`src/verilog/bsc_defines.vh`:
```
// Purpose: Offsets, field positions and reset values of the bias and monitor registers
// Assumes: 32-bit AXI4-Lite slave, one register per aligned word
// Notes:   Offsets are register indexes; byte address is four times the index
`ifndef BSC_DEFINES_VH
`define BSC_DEFINES_VH

// ==========================================================================
// Register map
`define BSC_IDX_BIAS        8'h08
`define BSC_IDX_SYSCTL      8'h09
`define BSC_IDX_STATUS      8'h0f
`define BSC_ADDR_W          12

// ==========================================================================
// Reset values
`define BSC_RST_BIAS        8'h00
`define BSC_RST_SYSCTL      8'h10
`define BSC_RST_CALCNT      5'h08

// ==========================================================================
// Bias register fields
`define BSC_BIAS_LEVEL_BIT  7
`define BSC_BIAS_COM_BIT    6
`define BSC_BIAS_IN_HI      5
`define BSC_BIAS_IN_LO      0

// ==========================================================================
// System control fields
`define BSC_MON_HI          7
`define BSC_MON_LO          5
`define BSC_CAL_HI          4
`define BSC_CAL_LO          3
`define BSC_TMO_BIT         2
`define BSC_CRC_BIT         1
`define BSC_STAT_BIT        0

// ==========================================================================
// Monitor codes
`define BSC_MON_OFF         3'h0
`define BSC_MON_MIDSUP      3'h1
`define BSC_MON_TEMP        3'h2
`define BSC_MON_AVDD        3'h3
`define BSC_MON_DVDD        3'h4
`define BSC_MON_BO_0U2      3'h5
`define BSC_MON_BO_1U       3'h6
`define BSC_MON_BO_10U      3'h7

// ==========================================================================
// Amplifier enable code needed by the temperature mode
`define BSC_AMP_ON          2'h1

// ==========================================================================
// AXI response codes
`define BSC_RESP_OKAY       2'h0
`define BSC_RESP_SLVERR     2'h2

`endif

```
`src/verilog/bsc_mon_decode.v`:
```
// Purpose: Decode of the monitor field into analog control strobes
// Assumes: Inputs are register outputs on the same clock
// Notes:   Outputs are registered
`timescale 1ns/1ps
`include "bsc_defines.vh"

module bsc_mon_decode (
    input  wire       clk_in,
    input  wire       reset_n_in,
    input  wire [2:0] monitor_select_in,
    input  wire [1:0] calibration_average_count_in,
    input  wire [1:0] amplifier_enable_field_in,
    output reg        inputs_shorted_mid_out,
    output reg        temp_sensor_out,
    output reg        avdd_monitor_out,
    output reg        dvdd_monitor_out,
    output reg  [1:0] burnout_level_out,
    output reg        burnout_enable_out,
    output reg        force_unity_gain_out,
    output reg        mux_open_out,
    output reg        temp_amp_fault_out,
    output reg  [4:0] cal_samples_out
);

    reg [4:0] samples_d;

    // ======================================================================
    // Sample count lookup
    always @* begin
        case (calibration_average_count_in)
            2'h0:    samples_d = 5'h01;
            2'h1:    samples_d = 5'h04;
            2'h2:    samples_d = 5'h08;
            2'h3:    samples_d = 5'h10;
            default: samples_d = 5'h01;
        endcase
    end

    // ======================================================================
    // Registered decode
    always @(posedge clk_in or negedge reset_n_in) begin
        if (!reset_n_in) begin
            inputs_shorted_mid_out <= 1'b0;
            temp_sensor_out        <= 1'b0;
            avdd_monitor_out       <= 1'b0;
            dvdd_monitor_out       <= 1'b0;
            burnout_level_out      <= 2'h0;
            burnout_enable_out     <= 1'b0;
            force_unity_gain_out   <= 1'b0;
            mux_open_out           <= 1'b0;
            temp_amp_fault_out     <= 1'b0;
            cal_samples_out        <= `BSC_RST_CALCNT;
        end else begin
            inputs_shorted_mid_out <= (monitor_select_in == `BSC_MON_MIDSUP);
            temp_sensor_out        <= (monitor_select_in == `BSC_MON_TEMP);
            avdd_monitor_out       <= (monitor_select_in == `BSC_MON_AVDD);
            dvdd_monitor_out       <= (monitor_select_in == `BSC_MON_DVDD);
            // Burn-out level 0: 0.2 uA, 1: 1 uA, 2: 10 uA
            burnout_enable_out     <= (monitor_select_in >= `BSC_MON_BO_0U2);
            burnout_level_out      <= (monitor_select_in >= `BSC_MON_BO_0U2) ?
                                      (monitor_select_in[1:0] - 2'h1) : 2'h0;
            force_unity_gain_out   <= (monitor_select_in == `BSC_MON_AVDD) ||
                                      (monitor_select_in == `BSC_MON_DVDD);
            mux_open_out           <= (monitor_select_in != `BSC_MON_OFF) &&
                                      (monitor_select_in <= `BSC_MON_DVDD);
            // Software owes the amplifier enable; flag it when missing
            temp_amp_fault_out     <= (monitor_select_in == `BSC_MON_TEMP) &&
                                      (amplifier_enable_field_in != `BSC_AMP_ON);
            cal_samples_out        <= samples_d;
        end
    end

endmodule // bsc_mon_decode

```
`src/verilog/bsc_top.v`:
```
// Purpose: Bias routing and system monitor configuration over AXI4-Lite
// Assumes: Single clock, asynchronous active-low reset
// Notes:   Unmapped addresses answer SLVERR, read as zero
//
// Register access over AXI4-Lite was chosen for this implementation.
`timescale 1ns/1ps
`include "bsc_defines.vh"

module bsc_top (
    input  wire                   CLOCK_IN,
    input  wire                   RESET_N_IN,
    input  wire [`BSC_ADDR_W-1:0] S_AXI_AWADDR_IN,
    input  wire [2:0]             S_AXI_AWPROT_IN,
    input  wire                   S_AXI_AWVALID_IN,
    output wire                   S_AXI_AWREADY_OUT,
    input  wire [31:0]            S_AXI_WDATA_IN,
    input  wire [3:0]             S_AXI_WSTRB_IN,
    input  wire                   S_AXI_WVALID_IN,
    output wire                   S_AXI_WREADY_OUT,
    output reg  [1:0]             S_AXI_BRESP_OUT,
    output reg                    S_AXI_BVALID_OUT,
    input  wire                   S_AXI_BREADY_IN,
    input  wire [`BSC_ADDR_W-1:0] S_AXI_ARADDR_IN,
    input  wire [2:0]             S_AXI_ARPROT_IN,
    input  wire                   S_AXI_ARVALID_IN,
    output wire                   S_AXI_ARREADY_OUT,
    output reg  [31:0]            S_AXI_RDATA_OUT,
    output reg  [1:0]             S_AXI_RRESP_OUT,
    output reg                    S_AXI_RVALID_OUT,
    input  wire                   S_AXI_RREADY_IN,
    input  wire [1:0]             AMPLIFIER_ENABLE_FIELD_IN,
    output reg                    BIAS_ENABLE_OUT,
    output reg                    BIAS_LEVEL_SELECT_OUT,
    output reg                    BIAS_TO_COMMON_INPUT_OUT,
    output reg  [5:0]             BIAS_TO_INPUT_OUT,
    output wire                   INPUTS_SHORTED_MID_OUT,
    output wire                   TEMP_SENSOR_OUT,
    output wire                   AVDD_MONITOR_OUT,
    output wire                   DVDD_MONITOR_OUT,
    output wire                   BURNOUT_ENABLE_OUT,
    output wire [1:0]             BURNOUT_LEVEL_OUT,
    output wire                   FORCE_UNITY_GAIN_OUT,
    output wire                   MUX_OPEN_OUT,
    output wire [4:0]             CAL_SAMPLES_OUT,
    output reg                    SPI_TIMEOUT_ENABLE_OUT,
    output reg                    CHECK_BYTE_APPEND_OUT,
    output reg                    STATUS_BYTE_PREPEND_OUT
);

    // ======================================================================
    // Register storage
    reg  [7:0]             bias_q;
    reg  [7:0]             sysctl_q;
    reg                    aw_held_q;
    reg  [`BSC_ADDR_W-1:0] aw_addr_q;
    reg                    w_held_q;
    reg  [31:0]            w_data_q;
    reg  [3:0]             w_strb_q;
    reg  [7:0]             rd_byte_d;
    reg                    rd_hit_d;
    wire                   temp_amp_fault;

    // ======================================================================
    // Write channel: address and data latched in either order
    assign S_AXI_AWREADY_OUT = !aw_held_q && !S_AXI_BVALID_OUT;
    assign S_AXI_WREADY_OUT  = !w_held_q && !S_AXI_BVALID_OUT;

    wire [7:0] wr_idx = aw_addr_q[9:2];
    wire       wr_go  = aw_held_q && w_held_q;
    wire       wr_hit = (aw_addr_q[1:0] == 2'h0) && (aw_addr_q[`BSC_ADDR_W-1:10] == 2'h0) &&
                        ((wr_idx == `BSC_IDX_BIAS) || (wr_idx == `BSC_IDX_SYSCTL));

    always @(posedge CLOCK_IN or negedge RESET_N_IN) begin
        if (!RESET_N_IN) begin
            aw_held_q        <= 1'b0;
            aw_addr_q        <= {`BSC_ADDR_W{1'b0}};
            w_held_q         <= 1'b0;
            w_data_q         <= 32'h0000_0000;
            w_strb_q         <= 4'h0;
            S_AXI_BVALID_OUT <= 1'b0;
            S_AXI_BRESP_OUT  <= `BSC_RESP_OKAY;
            bias_q           <= `BSC_RST_BIAS;
            sysctl_q         <= `BSC_RST_SYSCTL;
        end else begin
            if (S_AXI_AWVALID_IN && S_AXI_AWREADY_OUT) begin
                aw_held_q <= 1'b1;
                aw_addr_q <= S_AXI_AWADDR_IN;
            end
            if (S_AXI_WVALID_IN && S_AXI_WREADY_OUT) begin
                w_held_q <= 1'b1;
                w_data_q <= S_AXI_WDATA_IN;
                w_strb_q <= S_AXI_WSTRB_IN;
            end
            if (wr_go) begin
                aw_held_q        <= 1'b0;
                w_held_q         <= 1'b0;
                S_AXI_BVALID_OUT <= 1'b1;
                S_AXI_BRESP_OUT  <= wr_hit ? `BSC_RESP_OKAY : `BSC_RESP_SLVERR;
                // Only lane 0 carries register bits; other lanes are ignored
                if (wr_hit && w_strb_q[0]) begin
                    if (wr_idx == `BSC_IDX_BIAS)
                        bias_q <= w_data_q[7:0];
                    else
                        sysctl_q <= w_data_q[7:0];
                end
            end else if (S_AXI_BVALID_OUT && S_AXI_BREADY_IN) begin
                S_AXI_BVALID_OUT <= 1'b0;
            end
        end
    end

    // ======================================================================
    // Read channel
    assign S_AXI_ARREADY_OUT = !S_AXI_RVALID_OUT;
    wire [7:0] rd_idx = S_AXI_ARADDR_IN[9:2];

    always @* begin
        rd_byte_d = 8'h00;
        rd_hit_d  = (S_AXI_ARADDR_IN[1:0] == 2'h0) &&
                    (S_AXI_ARADDR_IN[`BSC_ADDR_W-1:10] == 2'h0);
        case (rd_idx)
            `BSC_IDX_BIAS:   rd_byte_d = bias_q;
            `BSC_IDX_SYSCTL: rd_byte_d = sysctl_q;
            `BSC_IDX_STATUS: rd_byte_d = {7'h00, temp_amp_fault};
            default:         rd_hit_d  = 1'b0;
        endcase
        if (!rd_hit_d)
            rd_byte_d = 8'h00;
    end

    always @(posedge CLOCK_IN or negedge RESET_N_IN) begin
        if (!RESET_N_IN) begin
            S_AXI_RVALID_OUT <= 1'b0;
            S_AXI_RDATA_OUT  <= 32'h0000_0000;
            S_AXI_RRESP_OUT  <= `BSC_RESP_OKAY;
        end else if (S_AXI_ARVALID_IN && S_AXI_ARREADY_OUT) begin
            S_AXI_RVALID_OUT <= 1'b1;
            S_AXI_RDATA_OUT  <= {24'h000000, rd_byte_d};
            S_AXI_RRESP_OUT  <= rd_hit_d ? `BSC_RESP_OKAY : `BSC_RESP_SLVERR;
        end else if (S_AXI_RVALID_OUT && S_AXI_RREADY_IN) begin
            S_AXI_RVALID_OUT <= 1'b0;
        end
    end

    // ======================================================================
    // Bias routing outputs
    wire [5:0] in_sel  = bias_q[`BSC_BIAS_IN_HI:`BSC_BIAS_IN_LO];
    wire       com_sel = bias_q[`BSC_BIAS_COM_BIT];

    always @(posedge CLOCK_IN or negedge RESET_N_IN) begin
        if (!RESET_N_IN) begin
            BIAS_ENABLE_OUT          <= 1'b0;
            BIAS_LEVEL_SELECT_OUT    <= 1'b0;
            BIAS_TO_COMMON_INPUT_OUT <= 1'b0;
            BIAS_TO_INPUT_OUT        <= 6'h00;
        end else begin
            // Unused generator is powered down to save supply current
            BIAS_ENABLE_OUT          <= com_sel || (|in_sel);
            BIAS_LEVEL_SELECT_OUT    <= bias_q[`BSC_BIAS_LEVEL_BIT];
            BIAS_TO_COMMON_INPUT_OUT <= com_sel;
            BIAS_TO_INPUT_OUT        <= in_sel;
        end
    end

    // ======================================================================
    // System control outputs
    always @(posedge CLOCK_IN or negedge RESET_N_IN) begin
        if (!RESET_N_IN) begin
            SPI_TIMEOUT_ENABLE_OUT  <= 1'b0;
            CHECK_BYTE_APPEND_OUT   <= 1'b0;
            STATUS_BYTE_PREPEND_OUT <= 1'b0;
        end else begin
            SPI_TIMEOUT_ENABLE_OUT  <= sysctl_q[`BSC_TMO_BIT];
            CHECK_BYTE_APPEND_OUT   <= sysctl_q[`BSC_CRC_BIT];
            STATUS_BYTE_PREPEND_OUT <= sysctl_q[`BSC_STAT_BIT];
        end
    end

    // ======================================================================
    // Monitor decode; reset value of the field gives code 000 and count 10
    bsc_mon_decode u_mon (
        .clk_in                       (CLOCK_IN),
        .reset_n_in                   (RESET_N_IN),
        .monitor_select_in            (sysctl_q[`BSC_MON_HI:`BSC_MON_LO]),
        .calibration_average_count_in (sysctl_q[`BSC_CAL_HI:`BSC_CAL_LO]),
        .amplifier_enable_field_in    (AMPLIFIER_ENABLE_FIELD_IN),
        .inputs_shorted_mid_out       (INPUTS_SHORTED_MID_OUT),
        .temp_sensor_out              (TEMP_SENSOR_OUT),
        .avdd_monitor_out             (AVDD_MONITOR_OUT),
        .dvdd_monitor_out             (DVDD_MONITOR_OUT),
        .burnout_level_out            (BURNOUT_LEVEL_OUT),
        .burnout_enable_out           (BURNOUT_ENABLE_OUT),
        .force_unity_gain_out         (FORCE_UNITY_GAIN_OUT),
        .mux_open_out                 (MUX_OPEN_OUT),
        .temp_amp_fault_out           (temp_amp_fault),
        .cal_samples_out              (CAL_SAMPLES_OUT)
    );

endmodule // bsc_top
```
`config.mk`:
```
export PLATFORM = sky130hd
export DESIGN_NAME = bsc_top
export DESIGN_NICKNAME = d
export VERILOG_FILES = /design/src/verilog/bsc_mon_decode.v /design/src/verilog/bsc_top.v
export VERILOG_INCLUDE_DIRS = /design/src /design/src/verilog
export SDC_FILE = /design/constraint.sdc
export NUM_CORES = 1
export LEC_CHECK = 0
export BUFFER_PORTS_ARGS = -buffer_cell sky130_fd_sc_hd__clkbuf_2
export CORE_MARGIN = 5
export CORE_UTILIZATION = 50
export CTS_CLUSTER_SIZE = 28
export DETAILED_ROUTE_END_ITERATION = 8
export PLACE_DENSITY = 0.84
export SKIP_LAST_GASP = 1
export SLEW_MARGIN = 0
export SYNTH_ARGS = -nofsm -noshare
export SYNTH_HDL_FRONTEND = slang
export SYNTH_SLANG_ARGS = --single-unit
```
`constraint.sdc`:
```
create_clock -name CLOCK_IN -period 4 [get_ports CLOCK_IN]
set_input_delay 0.4 -clock CLOCK_IN [delete_from_list [all_inputs] [get_ports CLOCK_IN]]
set_output_delay 0.4 -clock CLOCK_IN [all_outputs]
set_load 0.005 [all_outputs]
```
* Word level (Yosys, flattened, before mapping) *
Index checks and enable logic that the tools add are counted.

word-level totals
  register bits = 80
  input port bits = 75
  output and inout port bits = 67
  word-level logic and storage cells = 96

cells by class
  $add $sub $neg = 1
  $lt $le $gt $ge = 2
  equality and inequality tests = 13
  muxes and demuxes = 15
  bitwise operators = 1
  reductions and logical operators = 35

operator list
  kind                                                      count
  == test 8 x 4 -> 1 bit, second input constant             5
  one-hot mux 8 bit (3 select lines)                        1
  one-hot mux 5 bit (4 select lines)                        1
  logical AND 1 bit                                         14
  logical NOT 2 bit                                         5
  two-way mux 1 bit                                         9
  two-way mux 8 bit                                         1
  nonzero test 2 bit                                        4
  == test 3 x 2 -> 1 bit, second input constant             2
  two-way mux 2 bit                                         3
  AND reduction 3 bit                                       2
  OR reduction 6 bit                                        1
  == test 2 bit, second input constant                      2
  logical NOT 1 bit                                         4
  == test 3 x 1 -> 1 bit, second input constant             1
  == test 3 bit, second input constant                      1
  greater-or-equal comparator 3 bit, second input constant  1
  less-or-equal comparator 3 bit, second input constant     1
  logical OR 1 bit                                          3
  nonzero test 3 bit                                        1
  OR reduction 3 bit                                        1
  == test 2 x 1 -> 1 bit, second input constant             1
  inequality test 2 x 1 -> 1 bit, second input constant     1
  subtractor 2 x 1 -> 2 bit, second input constant          1
  NOT 1 bit                                                 1

* Logic depth before layout (Yosys ltp) *
  depth in word-level cells = 5
  depth in mapped cells = 4
  gate-level depth less buffers = 4

* By module *
A second synthesis with hierarchy kept.

second synthesis, totals
  cells, all modules = 229
  area, all modules = 3145.5 um2

by module, submodules not included
  module          instances  cells an instance  area an instance (um2)  seq. area each (um2)
  bsc_top         1          192                2615.0                  1577.8
  bsc_mon_decode  1          37                 530.5                   351.6

* Worst setup path after synthesis *
Ideal clock, no wire load.

  path type = register to register
  start point = reg aw_addr_q[7]
  end point = reg bias_q[0]
  setup time = 0.125 ns
  arrival = 1.786 ns
  data required time = 3.875 ns
  slack = 2.089 ns
  stages on the path, launching flop included = 4
  buffers on the path = 0
  period minus slack after synthesis = 1.911 ns
  cell sequence = dfrtp_1 or4_4 nor4_4 mux2_2

between the ends
  longest elaborated chain between the ends = 5
  elaborated cells on any way between the ends = 6
  classes of those cells = eq/ne: 2; reduce/logical: 4

RTL lines
  what                                      RTL line       text
  from (decl)                               bsc_top.v:55   reg [`BSC_ADDR_W-1:0] aw_addr_q;
  from (signal assigned)                    bsc_top.v:76   aw_addr_q <= {`BSC_ADDR_W{1'b0}};
  == test 8 x 4 -> 1 bit (no source line)   n/a
  logical OR 1 bit                          bsc_top.v:71   ((wr_idx == `BSC_IDX_BIAS) || (wr_idx == `BSC_IDX_SYSCTL));
  logical AND 1 bit                         bsc_top.v:70   wire wr_hit = (aw_addr_q[1:0] == 2'h0) && (aw_addr_q[`BSC_ADDR_W-1:10] == 2'h0) &&
  logical AND 1 bit                         bsc_top.v:100  if (wr_hit && w_strb_q[0]) begin
  AND reduction 3 bit (no source line) (*)  n/a
  to (signal assigned)                      bsc_top.v:82   bias_q <= `BSC_RST_BIAS;
  to (signal assigned)                      bsc_top.v:102  bias_q <= w_data_q[7:0];
  to (decl)                                 bsc_top.v:52   reg [7:0] bias_q;

Every way passes the cells marked *; elsewhere a longest branch is shown, timed or not.
A chain may end at the register's enable or synchronous reset.

* Worst setup path after layout *
  start point = reg aw_addr_q[7]
  end point = reg sysctl_q[1]

between the ends
  longest elaborated chain between the ends = 5
  elaborated cells on any way between the ends = 7
  classes of those cells = eq/ne: 2; bitwise: 1; reduce/logical: 4

RTL lines
  what                                      RTL line       text
  == test 8 x 4 -> 1 bit (no source line)   n/a
  logical OR 1 bit                          bsc_top.v:71
  logical AND 1 bit                         bsc_top.v:70
  logical AND 1 bit                         bsc_top.v:100
  AND reduction 3 bit (no source line) (*)  n/a
  to (signal assigned)                      bsc_top.v:83   sysctl_q <= `BSC_RST_SYSCTL;
  to (signal assigned)                      bsc_top.v:104  sysctl_q <= w_data_q[7:0];
  to (decl)                                 bsc_top.v:53   reg [7:0] sysctl_q;

Marked as above.

==> flow_summary_export.csv <==
group,metric,value,unit
yosys,async_flop_share,1.00,
power_and_ir_drop,power_density,540,mW/mm^2
detailed_routing,drt_wl_total,5.80,mm
finish,layout_commonest_cell,"clkbuf_2",
floorplanning,ios,142,
floorplanning,fp.dieH,89.0,um
clock_network,tritoncts,"yes",
floorplanning,start_util,0.522,
finish,area_delta_synth_final,20.1,%
clock_network,clock_sinks,77,
yosys,synthesis.area,0.00312,mm^2
detailed_routing,drcViolationCount,0,
sta,holdWs,0.210,ns
finish,n_antenna_cell,0,
finish,final_area,0.00375,mm^2
critical_path,cp.depth,3,
critical_path,critPathSlowestCell,"nor4_4",
sta,rsz0062_at_grt,"false",
sta,min_period_over_period,0.549,
floorplanning,core,0.00599,mm^2
yosys,muxShareOfSynthArea,0.159,
detailed_routing,vias_per_cell,4.78,
sta,drv_slew,0,
yosys,netlist_instances,229,
sta,setup_tns,0,ns
yosys,yosys_warnings,0,
detailed_routing,route.vias.total,1892,
sta,finalSetupViolCount,0,
yosys,synth_compound_area_frac,0.0352,
critical_path,required,4.22,ns
global_routing,first_global_vias,1911,
yosys,synth-xor-area-share,0,
critical_path,crit_chain,"or4_4 -> nor4_4 -> mux2_2",
clock_network,cts_setup_buffers,0,
critical_path,worstSetupPathType,"flop to flop",
clock_network,clockBufferDepth,2,
detailed_routing,first_pass_iters,4,
finish,fin_cells,396,
sta,maxSlewHeadroom,0.389,
critical_path,arrival,2.42,ns
sta,fmax,0.455,GHz
critical_path,endpoint_kind,"flop",
sta,tightest_slew,0.917,ns
clock_network,cts_root_buf,"clkbuf_8",
outcome,status,"completed",
detailed_routing,drt_iter0_drc,73,
floorplanning,die_x,89.0,um
power_and_ir_drop,p_leak,2.00,nW
critical_path,critPathLaunch,"aw_addr_q[7]",
finish,final_cell_mix,"clkbuf_2, dfrtp_1, mux2_2",
global_routing,grt_max_degree,78,
yosys,synth_seq_cells,77,
clock_network,ctsHtreeMaxLevel,3,
global_routing,antenna_found_initial,0,
placement,detailed_place_hpwl,4.16,mm
clock_network,cts_resized,0,
finish,nNetsFinal,396,
global_routing,grt_usage,0.155,
placement,gp_congestion,0.669,
yosys,synth_top_family_by_area,"multiplexers",
yosys,synth-simple-area-share,0.0861,
detailed_routing,wire_per_inst,14.6,um
sta,hold_viol_final,0,
global_routing,grt_remaining_overflow,0,
yosys,yosysSeqAreaShare,0.618,
critical_path,crit_path_max_incr_delay,0.68,ns
yosys,ys_types,32,
clock_network,cts-hold-fix-buffers,0,
finish,fillCellCount,488,
clock_network,clk_pin_slew,0.08,ns
yosys,synthAdderAreaFrac,0.0200,
critical_path,reg2reg_depth,3,
placement,placed_cells,380,
finish,drive_above_1_share,0.442,
power_and_ir_drop,vdd_drop_max,0.000372,V
sta,fin_skew,0.00909,ns
critical_path,critical-path-top-delay-family,"simple AND/OR/NAND/NOR gates",
placement,io_buffers,81,
yosys,ys.flop_type,"dfrtp_1",
min_path,hp-class,"input port to async pin",
yosys,synth_edf_count,0,
critical_path,regToRegStartpoint,"aw_addr_q[7]",
global_routing,grt_first_pass_wirelength,9.15,mm
yosys,avgSynthCellArea,13.6,um^2
job,cap_violations,0,
detailed_routing,ant_nets,0,
floorplanning,dieArea,0.00793,mm^2
critical_path,path_max_fanout,8,
sta,fin_crit,2.20,ns
floorplanning,row_count,28,
critical_path,path_buf_inv,0,
critical_path,setup.worst_path.start_class,"flop",
clock_network,cts_buffers,9,
power_and_ir_drop,finalPower,2.03,mW
clock_network,worstSkewPairLatency,0.34,ns
placement,dpl_cell_area,0.00351,mm^2
-- flip-flops by register name (all words and copies together) (netlist names), 2 cells and up --
signal                   flops
w_data_q                     8
u_mon.cal_samples_out        4
bias_q                       8
S_AXI_RDATA_OUT              8
u_mon.burnout_level_out      2
aw_addr_q                   12
sysctl_q                     8
BIAS_TO_INPUT_OUT            6
-- kinds of logic (layout without fill, tap and decap cells) --
family,count (synthesis),in the layout
buffers and inverters,40,106
other,1,27
multiplexers,45,45
flip-flops,77,77
AND/OR/NAND/NOR,43,43
AO/OA/AOI/OAI,18,18
adder cells (fa/ha/maj),5,5
-- worst reg2reg max path, cell delays in order (launching register included) --
cell     delay [ns]
dfrtp_1        0.40
or4_4          0.59
nor4_4         0.68
mux2_2         0.41
-- synthesized netlist by cell type, types with 2 or more instances --
master,n,area share
dfrtp_1,75,0.60
mux2_2,38,0.14
buf_4,27,0.065
nand2_1,11,0.013
o21ai_0,11,0.018
inv_1,9,0.011
mux2i_1,7,0.022
nor2_1,7,0.0084
ha_1,5,0.020
nor2b_1,5,0.010
clkbuf_1,4,0.0048
nor3_1,3,0.0048
a21o_1,2,0.0048
and2_1,2,0.0040
dfstp_2,2,0.017
nand4_1,2,0.0040
nor4_4,2,0.014
nor4b_1,2,0.0056
or4_4,2,0.0072
-- final timing paths --
kind / to / slack [ns]
worst max-delay path: sysctl_q[1] / 1.80
worst min register to register: BIAS_LEVEL_SELECT_OUT / 0.41
min in group CLOCK_IN: S_AXI_BVALID_OUT / 0.23
max in group asynchronous: BIAS_ENABLE_OUT / 3.22
worst min-delay path: bias_q[5] / 0.21
worst max register to register: sysctl_q[1] / 1.80
-- final cells by class --
type / instances / area, um^2 / area share
Timing Repair Buffer: 81 / 408 / 0.109
Sequential cell: 77 / 1930 / 0.514
Inverter: 9 / 33.8 / 0.00900
Clock inverter: 6 / 110 / 0.0293
Multi-Input combinational cell: 138 / 1040 / 0.277
Clock buffer: 10 / 138 / 0.0367
Tap cell: 75 / 93.8 / 0.0250
-- metrics by stage --
stage | setup slack (ns) | utilization
after floorplan | 2.09 | -
after global placement | 1.86 | 0.585
after detailed placement | 1.83 | 0.585
after CTS | 1.79 | 0.627
after global routing | 1.72 | 0.627
final | 1.80 | 0.627
-- per-layer routing --
layer	track usage	up-vias	wire (um)
met5	0	-	0
met4	0.0731	0	102
met3	0.0516	10	578
met2	0.251	74	2800
met1	0.189	905	2320
li1	-	903	-
-- report_power, final --
group	leakage [nW]	switching, mW	internal (mW)	total, mW
sequential	1.00	0.0881	0.914	1.00
combinational	0.880	0.142	0.180	0.322
clock	0.119	0.274	0.430	0.704
(Power assumes the default switching activity.)
